$ cat src/logic/udpcfg_pkg.sv
// Constants, field positions and types for the upconverter data port configuration block
package udpcfg_pkg;
   // Register word addresses
   localparam logic [7:0] ADDR_CTRL1 = 8'h00;
   localparam logic [7:0] ADDR_CTRL2 = 8'h01;
   localparam logic [7:0] ADDR_RATE = 8'h04;
   localparam logic [7:0] ADDR_FREQ = 8'h07;
   // Reset values
   localparam logic [31:0] CTRL1_RESET = 32'h0000_0000;
   localparam logic [31:0] CTRL2_RESET = 32'h0040_0820;
   localparam logic [31:0] RATE_RESET = 32'h0FFF_FFFF;
   localparam logic [31:0] FREQ_RESET = 32'h0000_0000;
   // First control function register fields
   localparam int MODE_LO = 24;
   localparam logic [1:0] MODE_QUAD = 2'b00;
   // Second control function register fields
   localparam int B_SERIAL_PORT = 31;
   localparam int B_INT_UPDATE = 23;
   localparam int B_SYNC_EN = 22;
   localparam int B_READ_EFF = 16;
   localparam int PRESC_LO = 14;
   localparam int B_PD_RATE = 13;
   localparam int B_FORMAT = 12;
   localparam int B_PD_EN = 11;
   localparam int B_PD_INV = 10;
   localparam int B_TX_INV = 9;
   // Data port timing: core cycles per data clock phase at full rate
   localparam logic [2:0] PD_PHASE_CYCLES = 3'h2;
   localparam int DATA_W = 18;

   typedef struct packed {
      logic [DATA_W-1:0] i;
      logic [DATA_W-1:0] q;
   } udpcfg_iq_t;
endpackage

$ cat src/logic/udpcfg_buf2.sv
// Two-entry elastic buffer with registered outputs
module udpcfg_buf2
   import udpcfg_pkg::*;
(
   // Clock and reset
   input wire logic core_clk_i,
   input wire logic rst_i,
   // Fill side
   input wire logic in_valid_i,
   input wire udpcfg_iq_t in_data_i,
   output logic in_ready_o,
   // Drain side
   output logic out_valid_o,
   output udpcfg_iq_t out_data_o,
   input wire logic out_ready_i
);
   logic [1:0] count_r;
   logic [1:0] count_nxt;
   udpcfg_iq_t tail_r;
   wire push = in_valid_i && in_ready_o;
   wire pop = out_valid_o && out_ready_i;

   assign in_ready_o = (count_r != 2'h2);
   assign count_nxt = count_r + {1'b0, push} - {1'b0, pop};

   always_ff @(posedge core_clk_i) begin
      if (rst_i) begin
         count_r <= 2'h0;
         out_valid_o <= 1'b0;
         out_data_o <= '0;
         tail_r <= '0;
      end else begin
         count_r <= count_nxt;
         out_valid_o <= (count_nxt != 2'h0);
         // Head always holds the oldest word so the output stays a flop
         if (pop && count_r == 2'h2) begin
            out_data_o <= tail_r;
         end else if (push && (count_r == 2'h0 || (pop && count_r == 2'h1))) begin
            out_data_o <= in_data_i;
         end
         if (push && count_r == 2'h1 && !pop) begin
            tail_r <= in_data_i;
         end
      end
   end

   a_buf_no_overfill: assert property (@(posedge core_clk_i) disable iff (rst_i)
      (count_r == 2'h2 && !pop) |=> (count_r == 2'h2 && !in_ready_o))
      else $error("buffer count changed while full and not drained");
endmodule

$ cat src/logic/udpcfg_top.sv
// Data port configuration bits, update strobe and parallel I/Q port assembler
// Overview of operation
// - Sync clock off is low, on is quarter rate
// - Frequency word read returns stored or effective value
// - Prescaler divides update timer by 1,2,4,8
// - Rate bit halves data clock in quadrature parallel
// - Format bit one means offset binary words
// - Data clock enable off forces pin low
// - Q pairs with high phase, invertible
// - Transmit gate polarity selectable by invert bit
// - Mode field 00 selects quadrature modulation
// - Bit 23 drives update pin, else input
// - Bit 31 zero selects 18-bit parallel port
module udpcfg_top
   import udpcfg_pkg::*;
(
   // Clock and reset
   input wire logic core_clk_i,
   input wire logic rst_i,
   // Register port
   input wire logic reg_wr_i,
   input wire logic reg_rd_i,
   input wire logic [7:0] reg_addr_i,
   input wire logic [31:0] reg_wdata_i,
   output logic [31:0] reg_rdata_o,
   output logic reg_rvalid_o,
   // Frequency word
   input wire logic [31:0] freq_accum_i,
   output logic [31:0] freq_word_o,
   // Sync clock and update pin
   output logic sync_clk_o,
   input wire logic io_update_i,
   output logic io_update_o,
   output logic io_update_oe_o,
   output logic update_strobe_o,
   // Parallel data port
   output logic parallel_port_o,
   output logic pd_clk_o,
   input wire logic [DATA_W-1:0] pdata_i,
   input wire logic transmit_gate_i,
   // Assembled I/Q pairs
   output logic iq_valid_o,
   output udpcfg_iq_t iq_o,
   input wire logic iq_ready_i
);
   // Offset binary differs from two's complement only in the sign bit
   function automatic logic [DATA_W-1:0] to_twos(input logic [DATA_W-1:0] w,
                                                input logic offset_bin);
      to_twos = {w[DATA_W-1] ^ offset_bin, w[DATA_W-2:0]};
   endfunction

   logic [31:0] ctrl1_r;
   logic [31:0] ctrl2_r;
   logic [31:0] rate_r;
   logic [1:0] sync_cnt_r;
   logic [2:0] presc_cnt_r;
   logic [31:0] upd_cnt_r;
   logic io_update_q_r;
   logic [2:0] pd_cnt_r;
   logic pd_phase_r;
   logic [DATA_W-1:0] i_hold_r;
   logic i_have_r;
   logic [31:0] rd_word;

   // Field decode
   wire [1:0] presc_sel = ctrl2_r[PRESC_LO+1:PRESC_LO];
   wire int_update = ctrl2_r[B_INT_UPDATE];
   wire quad_mode = (ctrl1_r[MODE_LO+1:MODE_LO] == MODE_QUAD);
   wire par_sel = !ctrl2_r[B_SERIAL_PORT];
   wire pd_half = ctrl2_r[B_PD_RATE] && quad_mode && par_sel;
   wire [2:0] phase_len = pd_half ? (PD_PHASE_CYCLES << 1) : PD_PHASE_CYCLES;
   wire fmt_offset = ctrl2_r[B_FORMAT];
   wire tx_active = transmit_gate_i ^ ctrl2_r[B_TX_INV];

   // Prescaler: mask of low counter bits that must all be set
   wire [2:0] presc_mask = {presc_sel == 2'b11, presc_sel[1], presc_sel != 2'b00};
   wire presc_tick = int_update && ((presc_cnt_r & presc_mask) == presc_mask);
   wire upd_fire = presc_tick && (upd_cnt_r >= rate_r);

   // Data clock sequencing; a full buffer freezes the clock to stall the source
   wire buf_ready;
   wire pd_tick = (pd_cnt_r >= phase_len - 3'h1);
   wire pd_adv = pd_tick && buf_ready;
   // Internal phase one is Q; invert moves only the pin, so Q follows the low pin
   wire word_is_q = pd_phase_r;
   wire [DATA_W-1:0] word_conv = to_twos(pdata_i, fmt_offset);
   wire pair_push = pd_adv && word_is_q && i_have_r && tx_active;
   wire pd_phase_nxt = pd_adv ? !pd_phase_r : pd_phase_r;
   udpcfg_iq_t pair_word;
   assign pair_word = '{i: i_hold_r, q: word_conv};

   // Read mux, unmapped words read as zero
   wire [31:0] freq_view = ctrl2_r[B_READ_EFF] ? freq_accum_i : freq_word_o;
   assign rd_word = (reg_addr_i == ADDR_CTRL1) ? ctrl1_r :
                    (reg_addr_i == ADDR_CTRL2) ? ctrl2_r :
                    (reg_addr_i == ADDR_RATE) ? rate_r :
                    (reg_addr_i == ADDR_FREQ) ? freq_view : 32'h0000_0000;

   always_ff @(posedge core_clk_i) begin
      if (rst_i) begin
         ctrl1_r <= CTRL1_RESET;
         ctrl2_r <= CTRL2_RESET;
         rate_r <= RATE_RESET;
         freq_word_o <= FREQ_RESET;
         reg_rdata_o <= 32'h0000_0000;
         reg_rvalid_o <= 1'b0;
      end else begin
         if (reg_wr_i && reg_addr_i == ADDR_CTRL1) ctrl1_r <= reg_wdata_i;
         if (reg_wr_i && reg_addr_i == ADDR_CTRL2) ctrl2_r <= reg_wdata_i;
         if (reg_wr_i && reg_addr_i == ADDR_RATE) rate_r <= reg_wdata_i;
         if (reg_wr_i && reg_addr_i == ADDR_FREQ) freq_word_o <= reg_wdata_i;
         reg_rvalid_o <= reg_rd_i;
         if (reg_rd_i) reg_rdata_o <= rd_word;
      end
   end

   always_ff @(posedge core_clk_i) begin
      if (rst_i) begin
         sync_cnt_r <= 2'h0;
         sync_clk_o <= 1'b0;
         presc_cnt_r <= 3'h0;
         upd_cnt_r <= 32'h0000_0000;
         io_update_q_r <= 1'b0;
         io_update_o <= 1'b0;
         io_update_oe_o <= 1'b0;
         update_strobe_o <= 1'b0;
         parallel_port_o <= 1'b1;
      end else begin
         sync_cnt_r <= sync_cnt_r + 2'h1;
         sync_clk_o <= ctrl2_r[B_SYNC_EN] && sync_cnt_r[1];
         presc_cnt_r <= presc_cnt_r + 3'h1;
         if (!int_update || upd_fire) upd_cnt_r <= 32'h0000_0000;
         else if (presc_tick) upd_cnt_r <= upd_cnt_r + 32'h0000_0001;
         io_update_q_r <= io_update_i;
         io_update_oe_o <= int_update;
         io_update_o <= upd_fire;
         // Outside strobe is taken on its rising edge only in input mode
         update_strobe_o <= int_update ? upd_fire : (io_update_i && !io_update_q_r);
         parallel_port_o <= par_sel;
      end
   end

   always_ff @(posedge core_clk_i) begin
      if (rst_i) begin
         pd_cnt_r <= 3'h0;
         pd_phase_r <= 1'b0;
         pd_clk_o <= 1'b0;
         i_hold_r <= '0;
         i_have_r <= 1'b0;
      end else begin
         if (pd_adv) pd_cnt_r <= 3'h0;
         else if (!pd_tick) pd_cnt_r <= pd_cnt_r + 3'h1;
         pd_phase_r <= pd_phase_nxt;
         // Internal clock keeps running while the pin is held low
         pd_clk_o <= ctrl2_r[B_PD_EN] && (pd_phase_nxt ^ ctrl2_r[B_PD_INV]);
         if (pd_adv && !word_is_q) begin
            i_hold_r <= word_conv;
            i_have_r <= tx_active;
         end else if (pd_adv) begin
            i_have_r <= 1'b0;
         end
      end
   end

   udpcfg_buf2 u_buf (
      .core_clk_i(core_clk_i),
      .rst_i(rst_i),
      .in_valid_i(pair_push),
      .in_data_i(pair_word),
      .in_ready_o(buf_ready),
      .out_valid_o(iq_valid_o),
      .out_data_o(iq_o),
      .out_ready_i(iq_ready_i)
   );

   a_sync_off_low: assert property (@(posedge core_clk_i) disable iff (rst_i)
      !ctrl2_r[B_SYNC_EN] |=> !sync_clk_o)
      else $error("sync clock not low while disabled");
   a_sync_quarter_rate: assert property (@(posedge core_clk_i) disable iff (rst_i)
      (ctrl2_r[B_SYNC_EN] && $rose(sync_clk_o)) ##1 ctrl2_r[B_SYNC_EN][*3] |=> $rose(sync_clk_o))
      else $error("sync clock period is not four cycles");
   a_freq_read_eff: assert property (@(posedge core_clk_i) disable iff (rst_i)
      (reg_rd_i && reg_addr_i == ADDR_FREQ && ctrl2_r[B_READ_EFF])
      |=> (reg_rvalid_o && reg_rdata_o == $past(freq_accum_i)))
      else $error("effective frequency word not returned");
   a_freq_read_store: assert property (@(posedge core_clk_i) disable iff (rst_i)
      (reg_rd_i && reg_addr_i == ADDR_FREQ && !ctrl2_r[B_READ_EFF])
      |=> (reg_rdata_o == $past(freq_word_o)))
      else $error("stored frequency word not returned");
   a_read_answer: assert property (@(posedge core_clk_i) disable iff (rst_i)
      reg_rd_i |=> reg_rvalid_o)
      else $error("read not answered next cycle");
   a_presc_div_eight: assert property (@(posedge core_clk_i) disable iff (rst_i)
      ((int_update && presc_sel == 2'b11)[*8] ##1 presc_tick) |-> $past(presc_tick, 8))
      else $error("prescale by eight spacing wrong");
   a_pd_clk_off_low: assert property (@(posedge core_clk_i) disable iff (rst_i)
      !ctrl2_r[B_PD_EN] |=> !pd_clk_o)
      else $error("data clock pin not low while disabled");
   a_update_pin_dir: assert property (@(posedge core_clk_i) disable iff (rst_i)
      ##1 (io_update_oe_o == $past(int_update)) && (!io_update_oe_o -> !io_update_o))
      else $error("update pin direction wrong");
   a_standby_no_push: assert property (@(posedge core_clk_i) disable iff (rst_i)
      (!tx_active && pd_adv && !word_is_q) |=> !pair_push)
      else $error("pair pushed after standby I word");
   a_port_select: assert property (@(posedge core_clk_i) disable iff (rst_i)
      ##1 parallel_port_o == !$past(ctrl2_r[B_SERIAL_PORT]))
      else $error("parallel port select wrong");
   a_stall_freezes: assert property (@(posedge core_clk_i) disable iff (rst_i)
      !buf_ready |=> $stable(pd_phase_r))
      else $error("data clock moved while buffer full");
   // Source sees its back-pressure only through a pin that stops moving
   a_stall_pin_hold: assert property (@(posedge core_clk_i) disable iff (rst_i)
      (!buf_ready && $stable(ctrl2_r)) |=> $stable(pd_clk_o))
      else $error("data clock pin moved while buffer full");
   a_pair_reaches_out: assert property (@(posedge core_clk_i) disable iff (rst_i)
      pair_push |=> iq_valid_o)
      else $error("pushed pair not offered");
   // Outside strobe only counts in input mode
   a_ext_strobe_edge: assert property (@(posedge core_clk_i) disable iff (rst_i)
      (!int_update && io_update_i && !io_update_q_r) |=> update_strobe_o)
      else $error("outside update edge not passed on");
endmodule

$ cat config.mk
export PLATFORM = sky130hd
export DESIGN_NAME = udpcfg_top
export DESIGN_NICKNAME = d
export VERILOG_FILES = /design/src/logic/udpcfg_pkg.sv /design/src/logic/udpcfg_buf2.sv /design/src/logic/udpcfg_top.sv
export SDC_FILE = /design/constraint.sdc
export NUM_CORES = 1
export LEC_CHECK = 0
export BUFFER_PORTS_ARGS = -buffer_cell sky130_fd_sc_hd__buf_2
export CAP_MARGIN = 15
export CORE_ASPECT_RATIO = 0.5
export CORE_UTILIZATION = 51
export DETAILED_ROUTE_END_ITERATION = 7
export GPL_ROUTABILITY_DRIVEN = 0
export GPL_TIMING_DRIVEN = 0
export HOLD_SLACK_MARGIN = 0.15
export MAX_ROUTING_LAYER = met4
export PLACE_DENSITY_LB_ADDON = 0.05
export SLEW_MARGIN = 20
export SYNTH_ARGS = -nofsm -noshare
export SYNTH_HDL_FRONTEND = slang
export SYNTH_HIERARCHICAL = 1
export SYNTH_SLANG_ARGS = --single-unit
$ cat constraint.sdc
create_clock -name core_clk_i -period 7.98 [get_ports core_clk_i]
set_input_delay 0.399 -clock core_clk_i [delete_from_list [all_inputs] [get_ports core_clk_i]]
set_output_delay 0.399 -clock core_clk_i [all_outputs]
set_load 0.1 [all_outputs]
After elaboration in Yosys (flattened, before gate mapping)
Cells that the tools add are included.
{"block": "word_totals", "ff_bits": 303, "word_cells": 98, "in_bits": 97, "output_inout_bits": 108}
{"block": "classes", "n_lt_le_gt_ge": 2, "addsub": 7, "mux": 12, "n_eq_ne": 8, "reduce_logical": 39, "bitwise_logic": 4}
{"operator": "32-bit 2-to-1 mux", "n": 5}
{"operator": "36-bit 2-to-1 mux", "n": 2}
{"operator": "32-bit by 1-bit adder with 32-bit output, second input constant", "n": 1}
{"operator": "32-bit >= comparator", "n": 1}
{"operator": "1-bit logical AND", "n": 23}
{"operator": "8-bit by 3-bit equality test with 1-bit output, second input constant", "n": 2}
{"operator": "8-bit by 1-bit equality test with 1-bit output, second input constant", "n": 1}
{"operator": "8-bit logical NOT", "n": 1}
{"operator": "2-bit nonzero test", "n": 4}
{"operator": "3-bit by 1-bit adder with 3-bit output, second input constant", "n": 2}
{"operator": "1-bit logical NOT", "n": 5}
{"operator": "2-bit equality test, second input constant", "n": 2}
{"operator": "2-bit logical NOT", "n": 2}
{"operator": "1-bit 2-to-1 mux", "n": 4}
{"operator": "2-bit OR reduction", "n": 2}
{"operator": "3-bit bitwise AND", "n": 1}
{"operator": "3-bit equality test", "n": 1}
{"operator": "3-bit >= comparator", "n": 1}
{"operator": "3-bit 2-to-1 mux", "n": 1}
{"operator": "3-bit by 1-bit subtractor with 3-bit output, second input constant", "n": 1}
{"operator": "1-bit bitwise XOR", "n": 3}
{"operator": "2-bit by 1-bit adder with 2-bit output", "n": 1}
{"operator": "2-bit by 1-bit adder with 2-bit output, second input constant", "n": 1}
{"operator": "2-bit by 1-bit equality test with 1-bit output, second input constant", "n": 1}
{"operator": "other kinds (3)", "n": 4}

Depth between registers and ports, before layout
Gate-level depths: netlist of run 1.
{"block": "logic_depth", "depth_word": 14, "mapped_depth": 12, "ltp_nobuf": 11}

By module
Netlist of run 1, hierarchy kept.
{"mod": "udpcfg_top", "area_per_inst_um2": 10426.2, "seq_area_each_um2": 4564.4, "cells_each": 1270, "instances": 1}
{"mod": "udpcfg_buf2", "area_per_inst_um2": 3141.8, "seq_area_each_um2": 1501.4, "cells_each": 343, "instances": 1}

Least setup slack after synthesis of run 1
No wires, ideal clock.
{"block": "synth_timing", "path_type": "register -> register", "from": "register ctrl2_r[31]", "to": "register u_buf/out_data_o[0] (netlist bit)", "synth_period_minus_slack_ns": 3.090, "stages_incl_launch_ff": 13, "arrival_time_ns": 2.995, "t_required_ns": 7.885, "setup_ns": 0.095, "path_slack_ns": 4.890, "cell_sequence": "dfxtp_1 or4b_2 ha_1 a211oi_1 nor2b_1 ha_1 and3_1 nor2b_1 o21bai_2 buf_6 nand2_4 buf_6 a221oi_1"}
{"block": "synth_between", "elab_chain_cells": 12}
{"item": "start, declared", "line_no": "udpcfg_top.sv:53", "text": "logic [31:0] ctrl2_r;"}
{"item": "start signal, assigned", "line_no": "udpcfg_top.sv:109", "text": "if (reg_wr_i && reg_addr_i == ADDR_CTRL2) ctrl2_r <= reg_wdata_i;"}
{"item": "1-bit logical NOT", "line_no": "udpcfg_top.sv:69", "text": "wire par_sel = !ctrl2_r[B_SERIAL_PORT];"}
{"item": "1-bit logical AND", "line_no": "udpcfg_top.sv:70", "text": "wire pd_half = ctrl2_r[B_PD_RATE] && quad_mode && par_sel;"}
{"item": "3-bit 2-to-1 mux", "line_no": "udpcfg_top.sv:71", "text": "wire [2:0] phase_len = pd_half ? (PD_PHASE_CYCLES << 1) : PD_PHASE_CYCLES;"}
{"item": "3-bit by 1-bit subtractor with 3-bit output", "line_no": "udpcfg_top.sv:82", "text": "wire pd_tick = (pd_cnt_r >= phase_len - 3'h1);"}
{"item": "3-bit >= comparator", "line_no": "udpcfg_top.sv:82"}
{"item": "1-bit logical AND", "line_no": "udpcfg_top.sv:83", "text": "wire pd_adv = pd_tick && buf_ready;"}
{"item": "1-bit logical AND (3 in series)", "line_no": "udpcfg_top.sv:87", "text": "wire pair_push = pd_adv && word_is_q && i_have_r && tx_active;"}
{"item": "via pair_push", "line_no": "udpcfg_top.sv:87"}
{"item": "1-bit logical AND", "line_no": "udpcfg_buf2.sv:20", "text": "wire push = in_valid_i && in_ready_o;"}
{"item": "1-bit logical AND", "line_no": "udpcfg_buf2.sv:38", "text": "end else if (push && (count_r == 2'h0 || (pop && count_r == 2'h1))) begin"}
{"item": "2-bit nonzero test (no line)"}
{"item": "end signal, assigned", "line_no": "udpcfg_buf2.sv:37", "text": "out_data_o <= tail_r;"}
{"item": "end signal, assigned", "line_no": "udpcfg_buf2.sv:39", "text": "out_data_o <= in_data_i;"}
{"item": "end, declared", "line_no": "udpcfg_buf2.sv:14", "text": "output udpcfg_iq_t out_data_o,"}
The timed path passes the listed nets, and every way through them passes these cells.
A chain may end at the register's enable or synchronous reset.

Final worst setup path of run 1
{"block": "layout_timing", "from": "register ctrl2_r[31]", "to": "register u_buf/tail_r[25] (netlist bit)"}
{"block": "layout_between", "elab_chain_cells": 12}
{"item": "1-bit logical NOT", "line_no": "udpcfg_top.sv:69"}
{"item": "1-bit logical AND", "line_no": "udpcfg_top.sv:70"}
{"item": "3-bit 2-to-1 mux", "line_no": "udpcfg_top.sv:71"}
{"item": "3-bit by 1-bit subtractor with 3-bit output", "line_no": "udpcfg_top.sv:82"}
{"item": "3-bit >= comparator", "line_no": "udpcfg_top.sv:82"}
{"item": "1-bit logical AND", "line_no": "udpcfg_top.sv:83"}
{"item": "1-bit logical AND (3 in series)", "line_no": "udpcfg_top.sv:87"}
{"item": "via pair_push", "line_no": "udpcfg_top.sv:87"}
{"item": "1-bit logical AND", "line_no": "udpcfg_buf2.sv:20"}
{"item": "1-bit logical AND (2 in series)", "line_no": "udpcfg_buf2.sv:41", "text": "if (push && count_r == 2'h1 && !pop) begin"}
{"item": "end signal, assigned", "line_no": "udpcfg_buf2.sv:42", "text": "tail_r <= in_data_i;"}
{"item": "end, declared", "line_no": "udpcfg_buf2.sv:19", "text": "udpcfg_iq_t tail_r;"}
The timed path passes the listed nets, and every way through them passes these cells.

==> flow_summary.toml, run 1 <==
[run_status]
status = "complete, no violations"

[logic_synthesis]
synth_seq_cells = 303
synth_seq_area_share_pct = 44.7
syn_inst = 1613
synthArstFlopShare_pct = 0
syn_area_mm2 = 0.0136
yosysWarnings = 6
syn_avg_cell_area_um2 = 8.41
synth_ff_type = "dfxtp_1"
synth_cell_types = 56
synthesis.nets = 1749
synth_edf_count = 0

[critical_path]
r2r-start = "ctrl2_r[31]"
max_stage_delay_ns = 0.70
reg2reg_slack_ns = 4.18
crit_end = "u_buf/tail_r[25]"
cp_max_fo = 10
crit_family = "simple AND/OR/NAND/NOR gates"
cp-startpoint = "ctrl2_r[31]"
cp.depth = 11
critPathBufInv = 1
cp.arrival_ns = 4.28
reg2regPathDepth = 11
slowest_stage = "or4b_2"
path_class = "reg -> reg"
crit_required_ns = 8.46
rr_endpoint = "u_buf/tail_r[25]"
setup.worst_path.start_class = "register"
cp-end-kind = "register"
crit_chain = "or4b_2 > ha_1 > a211oi_1 > nor2b_1 > ha_1 > and3_1 > nor2b_1 > nand3_1 > clkbuf_1 > nand2_1 > a21oi_1"

[finish]
fin_nets = 2028
drive_gt1_share_pct = 15.6
area_delta_synth_final_pct = 20.8
fill_cells = 2294
final_cell_mix = "dfxtp_1 (303), nand2_1 (298), buf_2 (229)"
layout.cells.most_common = "dfxtp_1"

[hold_path]
hp-class = "in -> reg"
hp-start = "pdata_i[17]"

[power_and_ir_drop]
ir_worst_vdd_v = 0.000152
power.density_mw_per_mm2 = 212
p_total_mw = 3.47
leakagePower_nw = 7.13

[cts]
cts_sinks = 303
cts_tree = "yes"
postCtsResizedCells = 0
clock-root-buffer = "clkbuf_16"
cts.clk_slew.worst_paths_ns = 0.07
clk_latency_ns = 0.56
h-tree-depth = 1
cts.path.max_buffers = 3
cts_buffers = 27

[grt]
grt_max_degree = 16
grt_pass1_vias = 12000
antenna_found_initial = 2
grt_pass1_wl_um = 63000
grt_usage_pct = 29.8
overflow = 0

[timing]
skew_ns = 0.0201
finalHoldViolCount = 0
worst_pin_slew_ns = 0.867
holdWs_ns = 0.188
tns_ns = 0
fmax_ghz = 0.263
setup_viol_count_final = 0
period_share_pct = 47.6
rsz0062_at_grt = "no"
finalMaxSlewViolations = 0
min_period_ns = 3.80
slew_headroom_pct = 42.2

[run]
max_cap_viol_count = 0

[die]
ios = 205
fp.dieArea_mm2 = 0.0273
die_x_um = 233
rows = 41
die_h_um = 117
core_mm2 = 0.0256
floorplan.initialDensity_pct = 52.9

[routing]
drc = 0
vias = 12600
wl_per_cell_um = 17.9
drt_iter0_markers = 1029
ant_nets = 0
wl_um = 40300
dr.pass1.iters = 6
via_per_inst = 5.60

[place]
port_buffers = 201
dp.final_hpwl_um = 30000
[Yosys cell counts (2+ instances only)]
cell type / number / area [µm²]
dfxtp_1: 303 / 6070
nand2_1: 298 / 1120
nor2_1: 196 / 736
a21oi_1: 154 / 771
mux2i_1: 117 / 1170
clkbuf_1: 75 / 282
o21ai_0: 69 / 345
inv_1: 41 / 154
ha_1: 39 / 488
a221oi_1: 38 / 333
a211oi_1: 32 / 240
a22oi_1: 32 / 240
nand3b_1: 31 / 233
buf_2: 28 / 140
xor2_1: 26 / 228
nand3_1: 19 / 95.1
and3_1: 13 / 81.3
nand4_1: 11 / 68.8
xnor2_1: 8 / 70.1
nor2b_1: 7 / 43.8
nor3_1: 7 / 35.0
buf_6: 6 / 67.6
nand2b_1: 6 / 37.5
nor4_1: 5 / 31.3
buf_12: 4 / 80.1
buf_4: 4 / 30.0
and4_1: 3 / 26.3
nor3b_1: 3 / 22.5
or3_1: 3 / 18.8
or4_1: 3 / 22.5
a31oi_1: 2 / 12.5
and2_0: 2 / 12.5
buf_1: 2 / 7.51
o21a_1: 2 / 15.0
or2_2: 2 / 12.5
or4b_2: 2 / 20.0
[worst register-to-register path, stage by stage, from the launching register on]
cell and delay (ns):
dfxtp_1 0.37, or4b_2 0.70, ha_1 0.32, a211oi_1 0.47, nor2b_1 0.16, ha_1 0.21
and3_1 0.21, nor2b_1 0.17, nand3_1 0.31, clkbuf_1 0.52, nand2_1 0.12, a21oi_1 0.17
[kinds of logic (layout without fill, tap and decap cells)]
logic type / after synthesis / count (layout) / synth area share [%]
AOI/OAI and AO/OA: 341 / 341 / 15.2
buffers and inverters: 160 / 459 / 5.61
muxes: 117 / 117 / 8.63
DFF: 303 / 303 / 44.7
xor gates and xnor gates: 34 / 34 / 2.19
other: 0 / 1 / 0
adders and majority gates: 39 / 39 / 3.60
and+or+nand+nor: 619 / 619 / 20.0
[timing repair]
| item | in CTS | in global routing |
|---|---|---|
| buffers inserted | 0 | 0 |
| endpoints found under the hold margin | 120 | 0 |
| hold buffers | 49 | 0 |
[stage by stage]
stage          cell area (µm²)  cells  util (%)  setup WS, ns
2_1_floorplan            13600   1613         -          4.89
5_1_grt                  16400   2257      63.9          3.97
4_1_cts                  16400   2256      63.9          4.23
3_5_place_dp             15000   2158      58.5          4.28
3_3_place_gp             15000   2158      58.5          4.36
6_report                 16400   2257      63.9          4.18
[layer usage]
metal / GRT usage [%] / part of all wire (%)
met5: - / 0
met1: 38.2 / 44
met4: 6.25 / 2.1
met3: 5.06 / 6.5
met2: 49.1 / 48
[flip-flops by register name (all words and copies together), names as in the netlist, 2 cells and up]
register and count:
freq_word_o 32, reg_rdata_o 32, rate_r 32, upd_cnt_r 32, i_hold_r 18, u_buf/out_data_o 36
ctrl1_r 32, sync_cnt_r 2, ctrl2_r 32, u_buf/count_r 2, presc_cnt_r 3, u_buf/tail_r 36
pd_cnt_r 3
[where the power goes]
group / total [mW] / internal [mW] / switching [mW]
clock: 1.36 / 0.755 / 0.602
combinational: 0.509 / 0.160 / 0.350
sequential: 1.61 / 1.57 / 0.0406
total: 3.47 / 2.48 / 0.992
[worst min path at each step]
stage / slack [ns] / depth (start not counted) / endpoint
finish: 0.19 / 4 / u_buf/tail_r[17]
global route: 0.18 / 3 / rate_r[5]
CTS: 0.17 / 3 / ctrl1_r[5]
detailed placement: 0.43 / 1 / sync_cnt_r[0]
global placement: 0.42 / 1 / sync_cnt_r[0]
floorplan: 0.39 / 1 / parallel_port_o
[layout make-up]
class                   count  area, µm²  share of cell area (%)
diodes                      1       2.50                  0.0153
inverters                  41        154                   0.939
flip-flops and latches    303       6070                    37.0
clock inverters             8       96.3                   0.588
plain buffers             119        607                    3.70
well taps                 344        430                    2.63
clock buffers              41        798                    4.87
repair buffers            250       1500                    9.13
multi-input cells        1150       6740                    41.1
(Power assumes the default switching activity.)
==> inputs of run 2 (changes only) <==
==> constraint.sdc (replaced) <==
create_clock -name core_clk_i -period 3.1 [get_ports core_clk_i]
set_input_delay 0.155 -clock core_clk_i [delete_from_list [all_inputs] [get_ports core_clk_i]]
set_output_delay 0.155 -clock core_clk_i [all_outputs]
set_load 0.1 [all_outputs]
==> run 2 against run 1 <==
Against the previous run:
- global-route usage up 0.20 points
- flip-flop and latch count unchanged
- sequential power rose to 2.6 times the previous value
- first-iteration DRC count down 6.6%
- via count about the same
- clock power rose to 2.6 times the previous value
- clock-buffer cell count unchanged
- combinational power rose to 2.7 times the previous value
- wire length up 0.62%
- critical endpoint is now u_buf/out_data_o[26]
- largest power group unchanged
- highest routed layer unchanged
==> flow_summary.toml, run 2 (synthesized netlist as in run 1, its figures left out) <==
[run_status]
status = "complete, no violations"

[timing]
period_share_pct = 97.2
min_period_ns = 3.01
slew_headroom_pct = 41.9
fmax_ghz = 0.332
skew_ns = 0.0197
finalMaxSlewViolations = 0
worst_pin_slew_ns = 0.872
rsz0062_at_grt = "no"
finalHoldViolCount = 0
tns_ns = 0
setup_viol_count_final = 0

[critical_path]
r2r-start = "ctrl2_r[31]"
crit_chain = "or4b_4 > ha_4 > a211oi_4 > nor2b_2 > ha_1 > and3_2 > nor2b_4 > o21bai_2 > buf_6 > nand2_4 > buf_6 > a221oi_1"
slowest_stage = "or4b_4"
crit_required_ns = 3.56
cp-startpoint = "ctrl2_r[31]"
reg2reg_slack_ns = 0.09
cp.arrival_ns = 3.47
setup.worst_path.start_class = "register"
crit_family = "simple AND/OR/NAND/NOR gates"
cp_max_fo = 10
path_class = "reg -> reg"
critPathBufInv = 2
cp-end-kind = "register"
cpMostUsedCell = "buf_6"
max_stage_delay_ns = 0.58

[finish]
instances_no_fill = 2272
final_core_util_pct = 64.9
drive_gt1_share_pct = 16.8
area_delta_synth_final_pct = 22.6
reg_top3 = "u_buf/out_data_o x36, u_buf/tail_r x36"
layout.cells.most_common = "dfxtp_1"
final_cell_mix = "dfxtp_1 (303), nand2_1 (298), buf_2 (226)"
fin_nets = 2042

[cts]
h-tree-depth = 1
cts.clk_slew.worst_paths_ns = 0.07
cts_tree = "yes"
cts_buffers = 27
clk_latency_ns = 0.56
cts.path.max_buffers = 3
cts_sinks = 303
clock-root-buffer = "clkbuf_16"

[hold_path]
hp-class = "in -> reg"
hp-start = "reg_addr_i[1]"

[routing]
dr.pass1.iters = 7
wl_per_cell_um = 17.9
via_per_inst = 5.57
wl_um = 40600
vias = 12700
ant_nets = 0
drc = 0
drt_iter0_markers = 961

[place]
port_buffers = 201
dp.final_hpwl_um = 30000
dpl.cell_count = 2158

[die]
core_mm2 = 0.0256
die_x_um = 233
ios = 205
die_h_um = 117
rows = 41
floorplan.initialDensity_pct = 52.9
fp.dieArea_mm2 = 0.0273

[grt]
grt_pass1_wl_um = 63400
overflow = 0
grt_usage_pct = 30.0
grt_pass1_vias = 12100
grt_max_degree = 16
antenna_found_initial = 2

[power_and_ir_drop]
power.density_mw_per_mm2 = 541
ir_worst_vdd_v = 0.000393
leakagePower_nw = 7.22

[run]
max_cap_viol_count = 0
[run 2: through the flow]
stage	setup WS [ns]	area (µm²)	total power [mW]	hold WS, ns
detailed placement	-0.599	15000	5.48	0.424
floorplan	0.00994	13600	5.12	0.276
global placement	-0.522	15000	5.44	0.411
CTS	0.141	16600	9.02	0.190
finish	0.0859	16600	9.00	0.212
global route	0.00000444	16600	9.33	0.229
[run 2: area by class of cell]
type / count / area (µm²)
sequential: 303 / 6070
antenna: 2 / 5.00
multi-input combinational: 1150 / 6830
inverter: 41 / 154
timing repair buffer: 264 / 1630
fill: 2270 / 9010
tap: 344 / 430
clock inverter: 8 / 96.3
clock buffer: 41 / 798
buffer: 119 / 621
[run 2: worst paths after layout]
kind	cells after the start	endpoint
worst max-delay path	12	u_buf/out_data_o[26]
worst min-delay path	4	reg_rdata_o[0]
worst max register to register	12	u_buf/out_data_o[26]
worst min register to register	1	sync_cnt_r[0]
[run 2: what timing repair did]
action,4_1_cts,5_1_grt
hold endpoints to repair,216,0
hold buffers,57,0
gates resized for setup,20,4
pin swaps,1,0
endpoints found under the setup margin,85,3
buffers inserted,6,0
gates cloned,0,0
[run 2: worst register-to-register path, stage by stage (launching register included)]
cell      delay, ns
dfxtp_1        0.36
or4b_4         0.58
ha_4           0.25
a211oi_4       0.25
nor2b_2        0.09
ha_1           0.18
and3_2         0.23
nor2b_4        0.15
o21bai_2       0.14
buf_6          0.15
nand2_4        0.11
buf_6          0.17
a221oi_1       0.28
[run 2: report_power, final]
part / internal (mW) / leakage, nW / total, mW / switching (mW)
clock: 1.94 / 0.440 / 3.48 / 1.54
combinational: 0.446 / 4.33 / 1.37 / 0.919
sequential: 4.04 / 2.45 / 4.15 / 0.112
total: 6.42 / 7.22 / 9.00 / 2.57
[run 2: routing by layer]
layer / vias to the layer above / part of all wire (%) / global-route usage, % / routed length (µm)
met5: - / 0 / - / 0
met1: 6037 / 43 / 38.5 / 17600
met2: 427 / 48 / 49.2 / 19300
li1: 6122 / - / - / -
met3: 66 / 6.7 / 5.11 / 2730
met4: 0 / 2.2 / 6.82 / 881
